## config.mk

```make
export PLATFORM = sky130hd
export DESIGN_NAME = fskrx_ctrl
export DESIGN_NICKNAME = d
export VERILOG_FILES = /design/src/fskrx_ctrl.v
export VERILOG_INCLUDE_DIRS = /design/src /design/src/src
export SDC_FILE = /design/constraint.sdc
export NUM_CORES = 1
export LEC_CHECK = 0
export BUFFER_PORTS_ARGS = -buffer_cell sky130_fd_sc_hd__buf_2
export CORE_ASPECT_RATIO = 0.8
export CORE_MARGIN = 8
export CORE_UTILIZATION = 31
export CTS_CLUSTER_SIZE = 10
export DETAILED_ROUTE_END_ITERATION = 8
export PLACE_DENSITY_LB_ADDON = 0.05
export SLEW_MARGIN = 20
export SYNTH_ARGS = -nofsm -noshare
export SYNTH_HDL_FRONTEND = slang
export SYNTH_SLANG_ARGS = --single-unit
```

## constraint.sdc

```tcl
create_clock -name pclk -period 3.8 [get_ports pclk]
set_input_delay 0.19 -clock pclk [delete_from_list [all_inputs] [get_ports pclk]]
set_output_delay 0.19 -clock pclk [all_outputs]
set_load 0.01 [all_outputs]
```

## src/fskrx_regs.vh

```
// register map, field positions, reset values and timing counts of the fsk receive control block
`ifndef FSKRX_REGS_VH
`define FSKRX_REGS_VH
`define FSKRX_OFF_MODE 12'h000
`define FSKRX_OFF_TONE 12'h004
`define FSKRX_OFF_STAT 12'h008
`define FSKRX_OFF_MASK 12'h00c
`define FSKRX_OFF_LVL 12'h010
`define FSKRX_OFF_CTRL 12'h014
`define FSKRX_MODE_RST 8'h00
`define FSKRX_TONE_RST 8'h00
`define FSKRX_MASK_RST 2'h0
`define FSKRX_LVL_ON_RST 8'h40
`define FSKRX_LVL_OFF_RST 8'h30
`define FSKRX_CTRL_RST 1'h1
`define FSKRX_MODE_DEMOD 1
`define FSKRX_MODE_BAND_LO 4
`define FSKRX_MODE_BAND_HI 5
`define FSKRX_MODE_EQ 6
`define FSKRX_TONE_2100 0
`define FSKRX_STAT_EDET 4
`define FSKRX_IRQ_RISE 0
`define FSKRX_IRQ_FALL 1
`define FSKRX_REF_KHZ 3580
`define FSKRX_PCLK_KHZ 20000
`define FSKRX_TON_US 40
`define FSKRX_TOFF_US 20
`define FSKRX_TON_CYC ((`FSKRX_TON_US * `FSKRX_PCLK_KHZ + 999) / 1000)
`define FSKRX_TOFF_CYC ((`FSKRX_TOFF_US * `FSKRX_PCLK_KHZ + 999) / 1000)
`define FSKRX_F2100_LO 16'd840
`define FSKRX_F2100_HI 16'd1070
`define FSKRX_BAND_CP 2'h0
`define FSKRX_BAND_LOW 2'h2
`define FSKRX_BAND_HIGH 2'h3
`endif

```

## src/fskrx_ctrl.v

```verilog
// fsk receive mode select and energy / 2100 hz detector with apb registers
//
// Local design decisions: the APB interface to the registers and the register addresses.
`timescale 1ns/1ps
`include "fskrx_regs.vh"
module fskrx_ctrl (
  input wire pclk,
  input wire presetn,
  input wire psel,
  input wire penable,
  input wire pwrite,
  input wire [11:0] paddr,
  input wire [31:0] pwdata,
  output reg [31:0] prdata,
  output reg pready,
  output reg pslverr,
  input wire [7:0] rx_level,
  input wire rx_sign,
  input wire rx_fsk_bit,
  output reg osc_en,
  output reg [1:0] band_sel,
  output reg eq_en,
  output reg demod_en,
  output reg uart_rx_bit,
  output reg energy_det,
  output reg irq
);
  reg [7:0] mode_r;
  reg [7:0] tone_r;
  reg [1:0] stat_r;
  reg [1:0] mask_r;
  reg [7:0] lvl_on_r;
  reg [7:0] lvl_off_r;
  reg standby_r;
  reg [7:0] lvl_s1_r;
  reg [7:0] lvl_s2_r;
  reg [2:0] sgn_s_r;
  reg [1:0] bit_s_r;
  reg [15:0] per_cnt_r;
  reg tone_ok_r;
  reg [15:0] qual_cnt_r;
  reg det_r;
  reg [31:0] rd_nxt;
  reg ready_nxt;
  reg err_nxt;
  reg [1:0] stat_nxt;
  reg [15:0] qual_nxt;
  reg det_nxt;
  reg [15:0] per_nxt;
  reg tone_ok_nxt;
  wire stat_wr;
  wire demod_on;
  wire [1:0] pend;
  wire wr_en;
  wire rd_en;
  wire hit;
  wire tone_mode;
  wire above;
  wire below;
  wire sgn_rise;
  wire det_set;
  wire det_clr;

  function [15:0] cyc16;
    input integer v;
    begin
      cyc16 = v[15:0];
    end
  endfunction

  // demodulator gate, shared by its enable and the uart bit
  function demod_gate;
    input stby;
    input [7:0] md;
    begin
      demod_gate = ~stby & md[`FSKRX_MODE_DEMOD] & md[`FSKRX_MODE_BAND_HI];
    end
  endfunction

  // write strobe for one offset, taken at the access edge only
  function wr_hit;
    input we;
    input rdy;
    input [11:0] a;
    input [11:0] off;
    begin
      wr_hit = we & rdy & (a == off);
    end
  endfunction

  // both band bits set: the 1200 bps band
  function band_high;
    input [7:0] md;
    begin
      band_high = md[`FSKRX_MODE_BAND_HI] & md[`FSKRX_MODE_BAND_LO];
    end
  endfunction

  assign wr_en = psel & penable & pwrite;
  assign rd_en = psel & ~pwrite;
  // unmapped offsets answer with an error and change nothing
  assign hit = (paddr == `FSKRX_OFF_MODE) | (paddr == `FSKRX_OFF_TONE) |
               (paddr == `FSKRX_OFF_STAT) | (paddr == `FSKRX_OFF_MASK) |
               (paddr == `FSKRX_OFF_LVL) | (paddr == `FSKRX_OFF_CTRL);
  assign stat_wr = wr_hit(wr_en, pready, paddr, `FSKRX_OFF_STAT);
  assign demod_on = demod_gate(standby_r, mode_r);
  assign pend = stat_r & mask_r;

  // detection mode: tone bit 0 with both band bits set selects 2100 hz
  assign tone_mode = tone_r[`FSKRX_TONE_2100] & band_high(mode_r);
  // amplitude hysteresis: distinct on and off thresholds
  assign above = (lvl_s2_r >= lvl_on_r);
  assign below = (lvl_s2_r < lvl_off_r);
  // the second and third sync stages feed the edge detector
  assign sgn_rise = sgn_s_r[1] & ~sgn_s_r[2];

  always @* begin
    rd_nxt = 32'h0000_0000;
    case (paddr)
      `FSKRX_OFF_MODE: rd_nxt = {24'h00_0000, mode_r};
      `FSKRX_OFF_TONE: rd_nxt = {24'h00_0000, tone_r};
      `FSKRX_OFF_STAT: rd_nxt = {24'h00_0000, 3'h0, det_r, 2'h0, stat_r};
      `FSKRX_OFF_MASK: rd_nxt = {30'h0000_0000, mask_r};
      `FSKRX_OFF_LVL: rd_nxt = {16'h0000, lvl_off_r, lvl_on_r};
      `FSKRX_OFF_CTRL: rd_nxt = {31'h0000_0000, standby_r};
      default: rd_nxt = 32'h0000_0000;
    endcase
  end

  // prdata is loaded in setup so it stands still through the access cycle
  always @* begin
    ready_nxt = psel & ~penable;
    err_nxt = psel & ~penable & ~hit;
  end

  // apb slave: zero wait, error on unmapped address
  always @(posedge pclk or negedge presetn) begin
    if (!presetn) begin
      pready <= 1'b0;
      pslverr <= 1'b0;
      prdata <= 32'h0000_0000;
    end else begin
      pready <= ready_nxt;
      pslverr <= err_nxt;
      if (rd_en & ~penable)
        prdata <= rd_nxt;
    end
  end

  always @(posedge pclk or negedge presetn) begin
    if (!presetn) begin
      mode_r <= `FSKRX_MODE_RST;
      tone_r <= `FSKRX_TONE_RST;
      mask_r <= `FSKRX_MASK_RST;
      lvl_on_r <= `FSKRX_LVL_ON_RST;
      lvl_off_r <= `FSKRX_LVL_OFF_RST;
      standby_r <= `FSKRX_CTRL_RST;
    end else begin
      if (wr_hit(wr_en, pready, paddr, `FSKRX_OFF_MODE))
        mode_r <= pwdata[7:0];
      if (wr_hit(wr_en, pready, paddr, `FSKRX_OFF_TONE))
        tone_r <= pwdata[7:0];
      if (wr_hit(wr_en, pready, paddr, `FSKRX_OFF_MASK))
        mask_r <= pwdata[1:0];
      if (wr_hit(wr_en, pready, paddr, `FSKRX_OFF_LVL)) begin
        lvl_on_r <= pwdata[7:0];
        lvl_off_r <= pwdata[15:8];
      end
      if (wr_hit(wr_en, pready, paddr, `FSKRX_OFF_CTRL))
        standby_r <= pwdata[0];
    end
  end

  // analogue-side inputs are asynchronous: two flops before use
  always @(posedge pclk or negedge presetn) begin
    if (!presetn) begin
      lvl_s1_r <= 8'h00;
      lvl_s2_r <= 8'h00;
      sgn_s_r <= 3'h0;
      bit_s_r <= 2'h0;
    end else begin
      lvl_s1_r <= rx_level;
      lvl_s2_r <= lvl_s1_r;
      sgn_s_r <= {sgn_s_r[1:0], rx_sign};
      bit_s_r <= {bit_s_r[0], rx_fsk_bit};
    end
  end

  // 2100 hz check: period between sign rises measured in pclk cycles
  // the period counter saturates so a dead line cannot wrap into the window
  always @* begin
    per_nxt = per_cnt_r;
    tone_ok_nxt = tone_ok_r;
    if (standby_r) begin
      per_nxt = 16'h0000;
      tone_ok_nxt = 1'b0;
    end else if (sgn_rise) begin
      per_nxt = 16'h0000;
      tone_ok_nxt = (per_cnt_r >= `FSKRX_F2100_LO) & (per_cnt_r <= `FSKRX_F2100_HI);
    end else if (per_cnt_r != 16'hffff) begin
      per_nxt = per_cnt_r + 16'h0001;
      if (per_cnt_r > `FSKRX_F2100_HI)
        tone_ok_nxt = 1'b0;
    end
  end

  always @(posedge pclk or negedge presetn) begin
    if (!presetn) begin
      per_cnt_r <= 16'h0000;
      tone_ok_r <= 1'b0;
    end else begin
      per_cnt_r <= per_nxt;
      tone_ok_r <= tone_ok_nxt;
    end
  end

  // time hysteresis: qualifying counter for set and release
  assign det_set = ~det_r & above & (~tone_mode | tone_ok_r);
  assign det_clr = det_r & (below | (tone_mode & ~tone_ok_r));

  // standby drops the flag so no stale detection survives a clock stop
  always @* begin
    qual_nxt = 16'h0000;
    det_nxt = det_r;
    if (standby_r) begin
      det_nxt = 1'b0;
    end else if (det_set) begin
      if (qual_cnt_r >= cyc16(`FSKRX_TON_CYC - 1))
        det_nxt = 1'b1;
      else
        qual_nxt = qual_cnt_r + 16'h0001;
    end else if (det_clr) begin
      if (qual_cnt_r >= cyc16(`FSKRX_TOFF_CYC - 1))
        det_nxt = 1'b0;
      else
        qual_nxt = qual_cnt_r + 16'h0001;
    end
  end

  always @(posedge pclk or negedge presetn) begin
    if (!presetn) begin
      qual_cnt_r <= 16'h0000;
      det_r <= 1'b0;
    end else begin
      qual_cnt_r <= qual_nxt;
      det_r <= det_nxt;
    end
  end

  // sticky edge flags; a new edge wins over a write-one clear
  always @* begin
    stat_nxt = stat_r;
    if (stat_wr)
      stat_nxt = stat_r & ~pwdata[1:0];
    if (det_r & ~energy_det)
      stat_nxt[`FSKRX_IRQ_RISE] = 1'b1;
    if (energy_det & ~det_r)
      stat_nxt[`FSKRX_IRQ_FALL] = 1'b1;
  end

  always @(posedge pclk or negedge presetn) begin
    if (!presetn)
      stat_r <= 2'h0;
    else
      stat_r <= stat_nxt;
  end

  always @(posedge pclk or negedge presetn) begin
    if (!presetn) begin
      osc_en <= 1'b0;
      band_sel <= `FSKRX_BAND_CP;
      eq_en <= 1'b0;
      demod_en <= 1'b0;
      uart_rx_bit <= 1'b1;
    end else begin
      osc_en <= ~standby_r;
      band_sel <= {mode_r[`FSKRX_MODE_BAND_HI], mode_r[`FSKRX_MODE_BAND_LO]};
      eq_en <= mode_r[`FSKRX_MODE_EQ] & band_high(mode_r);
      demod_en <= demod_on;
      // idle mark while the demodulator is off
      uart_rx_bit <= demod_on ? bit_s_r[1] : 1'b1;
    end
  end

  // flag outputs; irq trails the status bits by one cycle
  always @(posedge pclk or negedge presetn) begin
    if (!presetn) begin
      energy_det <= 1'b0;
      irq <= 1'b0;
    end else begin
      energy_det <= det_r;
      irq <= |pend;
    end
  end
endmodule // fskrx_ctrl

```

==> flow_summary.json, run 1 <==
{
  "num_antenna_cells": 0,
  "ys_seq_area_frac": 0.5661,
  "synth_compound_area_frac": 0.09143,
  "cts_resized": 0,
  "required_ns": 4.07,
  "initial_core_util": 0.3158,
  "nFillCells": 1633,
  "synth_area_um2": 5228,
  "antenna_found_initial": 0,
  "drt-total-wl_um": 11700,
  "drive_above_1_share": 0.2392,
  "clk_latency_ns": 0.42,
  "worstSetupPathType": "reg2reg",
  "ant_nets": 0,
  "final_util": 0.3962,
  "firstDrtPassIters": 6,
  "die_w_um": 161.2,
  "core_area_um2": 16550,
  "synthArstFlopShare": 1.000,
  "routed-via-count": 3637,
  "fin_crit_sh": 0.6036,
  "finalCriticalPeriod_ns": 2.294,
  "synthFlopType": "dfrtp_1",
  "path_max_fanout": 10,
  "synth_cell_type_count": 54,
  "crit_path_end_kind": "flip-flop",
  "via_per_inst": 4.541,
  "synth-seq-cells": 118,
  "cts.path.max_buffers": 2,
  "synth_top_area_share": 0.5409,
  "maxSlewHeadroom": 0.3632,
  "rows": 42,
  "worst_clock_skew_ns": 0.007294,
  "post-place-cells": 749,
  "synth_top_area_cell": "dfrtp_1",
  "ir_drop_mv": 0.2818,
  "dpl-instance-area_um2": 5797,
  "synth_top_family_by_area": "simple AND/OR/NAND/NOR gates",
  "drc": 0,
  "synth_warnings": 0,
  "synth-xor-area-share": 0.03183,
  "ctsRootBufferMaster": "clkbuf_16",
  "grt_pass1_vias": 3860,
  "drv_slew": 0,
  "cts_setup_buffers": 0,
  "hpwlAfterDp_um": 8486,
  "nNetsFinal": 645,
  "holdPathStages": 3,
  "rsz0062_at_grt": "false",
  "startpoint_type": "flip-flop",
  "grt_usage": 0.1186,
  "setup-tns-final_ns": 0,
  "clk_pin_slew_worst_paths_ns": 0.05,
  "ioPinCount": 101,
  "drv_cap": 0,
  "synth.area.top_cells": "dfrtp_1 (54%), mux2_2 (4.7%), ha_1 (4.3%)",
  "synth_area_per_cell_um2": 11.27,
  "grt_start_max_net_pins": 73,
  "io_buffers": 68,
  "final-seq-area_um2": 2959,
  "synth_edf_count": 0,
  "synth-adder-area-share": 0.04308,
  "gp_congestion": 0.7417,
  "dieArea_um2": 21300,
  "setup_violations": 0,
  "finalInstanceArea_um2": 6559,
  "grt_pass1_wl_um": 20170,
  "hold_viol": 0,
  "max_freq_ghz": 0.4360,
  "die_h_um": 132.1,
  "cts_buffers": 17,
  "avgRoutedWirePerCell_um": 14.60,
  "overflow": 0,
  "status": "finished, final reports clean",
  "cts.hold.buffers_added": 20,
  "muxShareOfSynthArea": 0.06917,
  "tightest_slew_ns": 0.9551,
  "drtIter0Drc": 162,
  "worstHoldPathType": "in2reg",
  "netlist_instances": 464,
  "cts_tree": "done",
  "power_density_nw_per_um2": 454.9,
  "synth_simple_gate_area_share": 0.1496,
  "worst-r2r-cell-count": 7,
  "htree_levels": 4,
  "cp.arrival_ns": 2.57,
  "clock_sinks": 118,
  "multi_input_area_um2": 2098,
  "area_growth_pct": 25.47,
  "p_leak_nw": 3.161,
  "fin_cells": 801
}
## area by class of cell
class,count,share of cell area
timing repair buffer,91,0.08813
inverter,23,0.01316
sequential,118,0.4512
clock buffer,20,0.06963
multi-input combinational,317,0.3199
tap,220,0.04197
clock inverter,12,0.01602
## cell families after synthesis
kind of cell               count (synthesis)
DFF                                      118
muxes                                     32
and+or+nand+nor                          153
adders and majority gates                 18
buffers and inverters                     50
other                                      1
AOI/OAI and AO/OA                         73
xor gates and xnor gates                  19
## final timing paths
check                       startpoint       endpoint  slack (ns)
max reg2reg                lvl_on_r[0]  qual_cnt_r[2]        1.51
max in group asynchronous      presetn   lvl_off_r[4]        2.50
max                        lvl_on_r[0]  qual_cnt_r[2]        1.51
min                          pwdata[5]    lvl_on_r[5]        0.02
min in group asynchronous      presetn      prdata[6]        0.45
min reg2reg                lvl_s1_r[5]    lvl_s2_r[5]        0.35
## cells in the mapped netlist (3+ instances only)
| cell type | instances |
|---|---|
| a21oi_1 | 16 |
| a22o_1 | 10 |
| and3_1 | 6 |
| buf_2 | 3 |
| buf_4 | 16 |
| clkbuf_1 | 8 |
| dfrtp_1 | 113 |
| dfstp_2 | 5 |
| ha_1 | 18 |
| inv_1 | 23 |
| mux2_2 | 22 |
| mux2i_1 | 8 |
| nand2_1 | 42 |
| nand2b_1 | 6 |
| nand3_1 | 17 |
| nand4_1 | 6 |
| nor2_1 | 47 |
| nor2b_1 | 3 |
| nor3_1 | 9 |
| nor4_1 | 3 |
| o21ai_0 | 23 |
| o31ai_1 | 5 |
| xnor2_1 | 6 |
| xor2_1 | 13 |
## cells in the final DEF, fill, tap and decap left out, types with 2 or more instances in the layout
| cell type | n |
|---|---|
| nor4b_4 | 2 |
| clkbuf_16 | 17 |
| xnor2_1 | 6 |
| nand3_1 | 17 |
| o21ai_0 | 23 |
| a22oi_1 | 2 |
| a31oi_1 | 2 |
| mux2_2 | 22 |
| nand4_1 | 6 |
| dlygate4sd3_1 | 20 |
| nor3_1 | 9 |
| a2111oi_0 | 2 |
| clkbuf_8 | 2 |
| nand2b_1 | 6 |
| inv_1 | 23 |
| o31ai_1 | 5 |
| nand2_1 | 42 |
| conb_1 | 22 |
| nor2_1 | 46 |
| o21bai_1 | 2 |
| ha_1 | 18 |
| nor4_1 | 3 |
| buf_4 | 3 |
| nor2b_1 | 3 |
| a21oi_1 | 16 |
| xor2_1 | 13 |
| and3_1 | 6 |
| and4_1 | 2 |
| clkinvlp_4 | 8 |
| mux2i_1 | 8 |
| clkinv_2 | 3 |
| dfstp_2 | 5 |
| a22o_1 | 10 |
| dfrtp_1 | 113 |
| buf_2 | 67 |
## through the flow
step / setup slack [ns] / hold WS (ns) / power (mW)
6_report: 1.506 / 0.02331 / 2.983
5_1_grt: 1.279 / 0.01750 / 3.116
4_1_cts: 1.427 / 0.006952 / 3.036
3_5_place_dp: 1.469 / 0.2994 / 1.493
3_3_place_gp: 1.509 / 0.2975 / 1.492
2_1_floorplan: 1.816 / -0.1056 / 1.426
## registers in the layout (all words and copies together), names as in the netlist, 2 cells and up
register,count
mode_r,8
bit_s_r,2
lvl_off_r,8
sgn_s_r,3
mask_r,2
stat_r,2
band_sel,2
per_cnt_r,16
lvl_on_r,8
tone_r,8
prdata,16
qual_cnt_r,16
lvl_s1_r,8
lvl_s2_r,8
## critical path, stage by stage, from the launching register on
cell	delay, ns
dfrtp_1	0.41
ha_1	0.30
nand2b_1	0.13
a2111oi_0	0.41
o31a_1	0.20
o21ai_1	0.10
a32oi_2	0.50
nor2_1	0.11
## report_power, final
part	switching (mW)	total (mW)	internal (mW)
combinational	0.0917	0.157	0.0658
sequential	0.0358	1.33	1.29
clock	0.572	1.50	0.926
total	0.699	2.98	2.28
## layer usage
layer,up-vias,track usage,share of wire
li1,1788,-,-
met1,1768,0.1630,0.51
met2,68,0.1682,0.43
met3,13,0.04338,0.047
met4,0,0.04004,0.012
met5,-,0,0
Note: power is estimated with default switching activity, not from simulation.
==> run 2, diff against run 1 <==
Settings changed: ABC_AREA set to 1.
Clock period 3.8 ns to 1.85 ns, I/O delays scaled along.
==> flow_summary.json, run 2 <==
{
  "seq_power_share": 0.416,
  "multi_input_area_um2": 2359,
  "drv_slew": 0,
  "netlist_instances": 593,
  "hpwlAfterDp_um": 10110,
  "clk_pin_slew_worst_paths_ns": 0.05,
  "initial_core_util": 0.3179,
  "path_cells": "inv_2 > ha_4 > nand2_1 > nor2_1 > nor3_2 > nand2_2 > nand2_2 > nand2_4 > nor2_4 > nor2_4 > buf_6 > nor2_2",
  "hold_end": "mode_r[1]",
  "swShare": 0.2104,
  "synth_area_per_cell_um2": 9.315,
  "antenna_found_initial": 0,
  "worst-r2r-cell-count": 12,
  "grt_usage": 0.1312,
  "startpoint_type": "flip-flop",
  "post-place-cells": 894,
  "gp_congestion": 0.7761,
  "cp.arrival_ns": 2.08,
  "avgRoutedWirePerCell_um": 14.43,
  "yosysMostFrequentCell": "nand2_1",
  "rows": 43,
  "ys_seq_area_frac": 0.5357,
  "path_delay_family": "simple AND/OR/NAND/NOR gates",
  "p_int_mw": 4.993,
  "synthFlopType": "dfrtp_1",
  "hold_viol": 0,
  "dieArea_um2": 22370,
  "top_regs": "per_cnt_r: 16 flops, prdata: 16 flops, qual_cnt_r: 16 flops",
  "worstSetupPathType": "reg2reg",
  "required_ns": 2.19,
  "area_growth_pct": 31.57,
  "grt_start_max_net_pins": 43,
  "fin_crit_sh": 0.9392,
  "synth.top_cells.by_count": "nand2_1 (139), dfrtp_1 (113), inv_1 (63)",
  "synthArstFlopShare": 1.000,
  "timing.hold.ws_ns": 0.03975,
  "die_w_um": 165.2,
  "tightest_slew_ns": 0.5899,
  "status": "finished, final reports clean",
  "finalCriticalPeriod_ns": 1.738,
  "ir_drop_mv": 0.4937,
  "drt-total-wl_um": 13840,
  "path_max_fanout": 5,
  "synth_top_area_share": 0.5119,
  "startpoint": "lvl_on_r[6]",
  "drive_above_1_share": 0.2684,
  "max_freq_ghz": 0.5755,
  "synth_warnings": 0,
  "pwr-share-comb": 0.046,
  "io_buffers": 68,
  "drv_cap": 0,
  "fin_cells": 959,
  "rrSetupSlack_ns": 0.11,
  "drtIter0Drc": 223,
  "critPathBufInv": 2,
  "core_area_um2": 17380,
  "synth_top_area_cell": "dfrtp_1",
  "routed-via-count": 4278,
  "synth_area_um2": 5524,
  "ctsRootBufferMaster": "clkbuf_16",
  "worstHoldPathType": "in2reg",
  "num_antenna_cells": 0,
  "synth.area.top_cells": "dfrtp_1 (51%), nand2_1 (9.4%), inv_1 (4.3%)",
  "cts_buffers": 17,
  "cts_tree": "done",
  "synth_cell_type_count": 47,
  "grt_pass1_wl_um": 22750,
  "setup_violations": 0,
  "clk_latency_ns": 0.41,
  "r2r-end": "qual_cnt_r[7]",
  "via_per_inst": 4.461,
  "synth_edf_count": 0,
  "htree_levels": 4,
  "cp_slowest_cell": "dfstp_2",
  "maxSlewHeadroom": 0.6063,
  "overflow": 0,
  "holdPathStages": 3,
  "switching_power_mw": 1.331,
  "nFillCells": 1711,
  "mostFrequentLayoutCells": "nand2_1 (135), dfrtp_1 (113), buf_2 (67)",
  "max_stage_delay_ns": 0.53,
  "crit_path_end_kind": "flip-flop",
  "min_from": "pwdata[1]",
  "final_util": 0.4182,
  "cts.path.max_buffers": 2,
  "power_density_nw_per_um2": 870.1,
  "drc": 0,
  "firstDrtPassIters": 5,
  "totalPowerFinal_mw": 6.324,
  "p_leak_nw": 3.457,
  "clkPwrFrac": 0.538,
  "grt_pass1_vias": 4303,
  "worst_clock_skew_ns": 0.009443,
  "nNetsFinal": 798,
  "synth-seq-cells": 118,
  "clock_sinks": 118,
  "ant_nets": 0,
  "ioPinCount": 101,
  "r2r-start": "lvl_on_r[6]",
  "final-seq-area_um2": 2959,
  "die_h_um": 135.4,
  "layout_commonest_cell": "nand2_1"
}
## run 2: cell types whose count changed after synthesis, sizes merged, moves of 6 or more
cell,previous run,this run
nand2,42,145
a22o,10,2
xor2,13,5
mux2i,8,0
nand2b,6,0
nand3,17,31
o21ai,24,49
mux2,23,8
inv,23,70
## run 2: power by group through the flow
stage | combinational (mW) | sequential, mW | clock (mW)
after floorplan | 0.115 | 2.67 | 0
after global placement | 0.231 | 2.67 | 0
after detailed placement | 0.237 | 2.67 | 0
after CTS | 0.283 | 2.63 | 3.50
after global routing | 0.333 | 2.63 | 3.62
final | 0.290 | 2.63 | 3.40
## run 2: metal layers
layer | vias to the layer above | global-route usage | routed length [um]
met4 | 0 | 0.04595 | 155
li1 | 2157 | - | -
met1 | 2011 | 0.1748 | 6617
met2 | 98 | 0.1974 | 6377
met3 | 12 | 0.04101 | 693
met5 | - | 0 | 0
## run 2: kinds of logic (layout without fill, tap and decap cells)
group	count (synthesis)	in the layout	share of synthesized area
flops	118	118	0.5357
other cells	1	22	0.0006789
fa+ha+maj	18	18	0.04077
compound gates	91	91	0.1003
buf+inv	96	216	0.08177
xor+xnor	7	7	0.01110
mux	8	8	0.01903
simple gates	254	254	0.2106
## run 2: worst max-delay path by stage
| stage | cells past startpoint | slack (ns) | to |
|---|---|---|---|
| 5_1_grt | 9 | -0.02 | per_cnt_r[7] |
| 3_5_place_dp | 12 | -0.04 | qual_cnt_r[5] |
| 2_1_floorplan | 10 | 0.14 | qual_cnt_r[0] |
| 4_1_cts | 12 | 0.005 | qual_cnt_r[9] |
| 6_report | 12 | 0.11 | qual_cnt_r[7] |
| 3_3_place_gp | 9 | 0.0003 | per_cnt_r[7] |
## run 2: timing repair
item                       CTS  global route
hold buffers                28             0
hold endpoints to repair    68             0
setup endpoints to repair   11            24
resized for setup            9            29
pin swaps                    6            12
setup buffers                0             5
## run 2: final cells by class
cell class	count	area share
Timing Repair Buffer	113	0.1078
Tap cell	225	0.03873
Inverter	71	0.03736
Clock buffer	24	0.06765
Multi-Input combinational cell	400	0.3245
Sequential cell	118	0.4071
Clock inverter	8	0.01687
## run 2: stage by stage
step	setup TNS [ns]	cell area [um2]	setup WS [ns]
detailed placement	-0.07085	6162	-0.03863
global route	-0.05157	7268	-0.01969
global placement	0	6162	0.0003448
finish	0	7268	0.1124
floorplan	0	5603	0.1431
CTS	0	7084	0.004604
## run 2: worst reg2reg max path, cell delays in order (launching register included)
cell	delay, ns
dfstp_2	0.53
inv_2	0.05
ha_4	0.22
nand2_1	0.08
nor2_1	0.05
nor3_2	0.12
nand2_2	0.10
nand2_2	0.08
nand2_4	0.06
nor2_4	0.13
nor2_4	0.05
buf_6	0.13
nor2_2	0.07
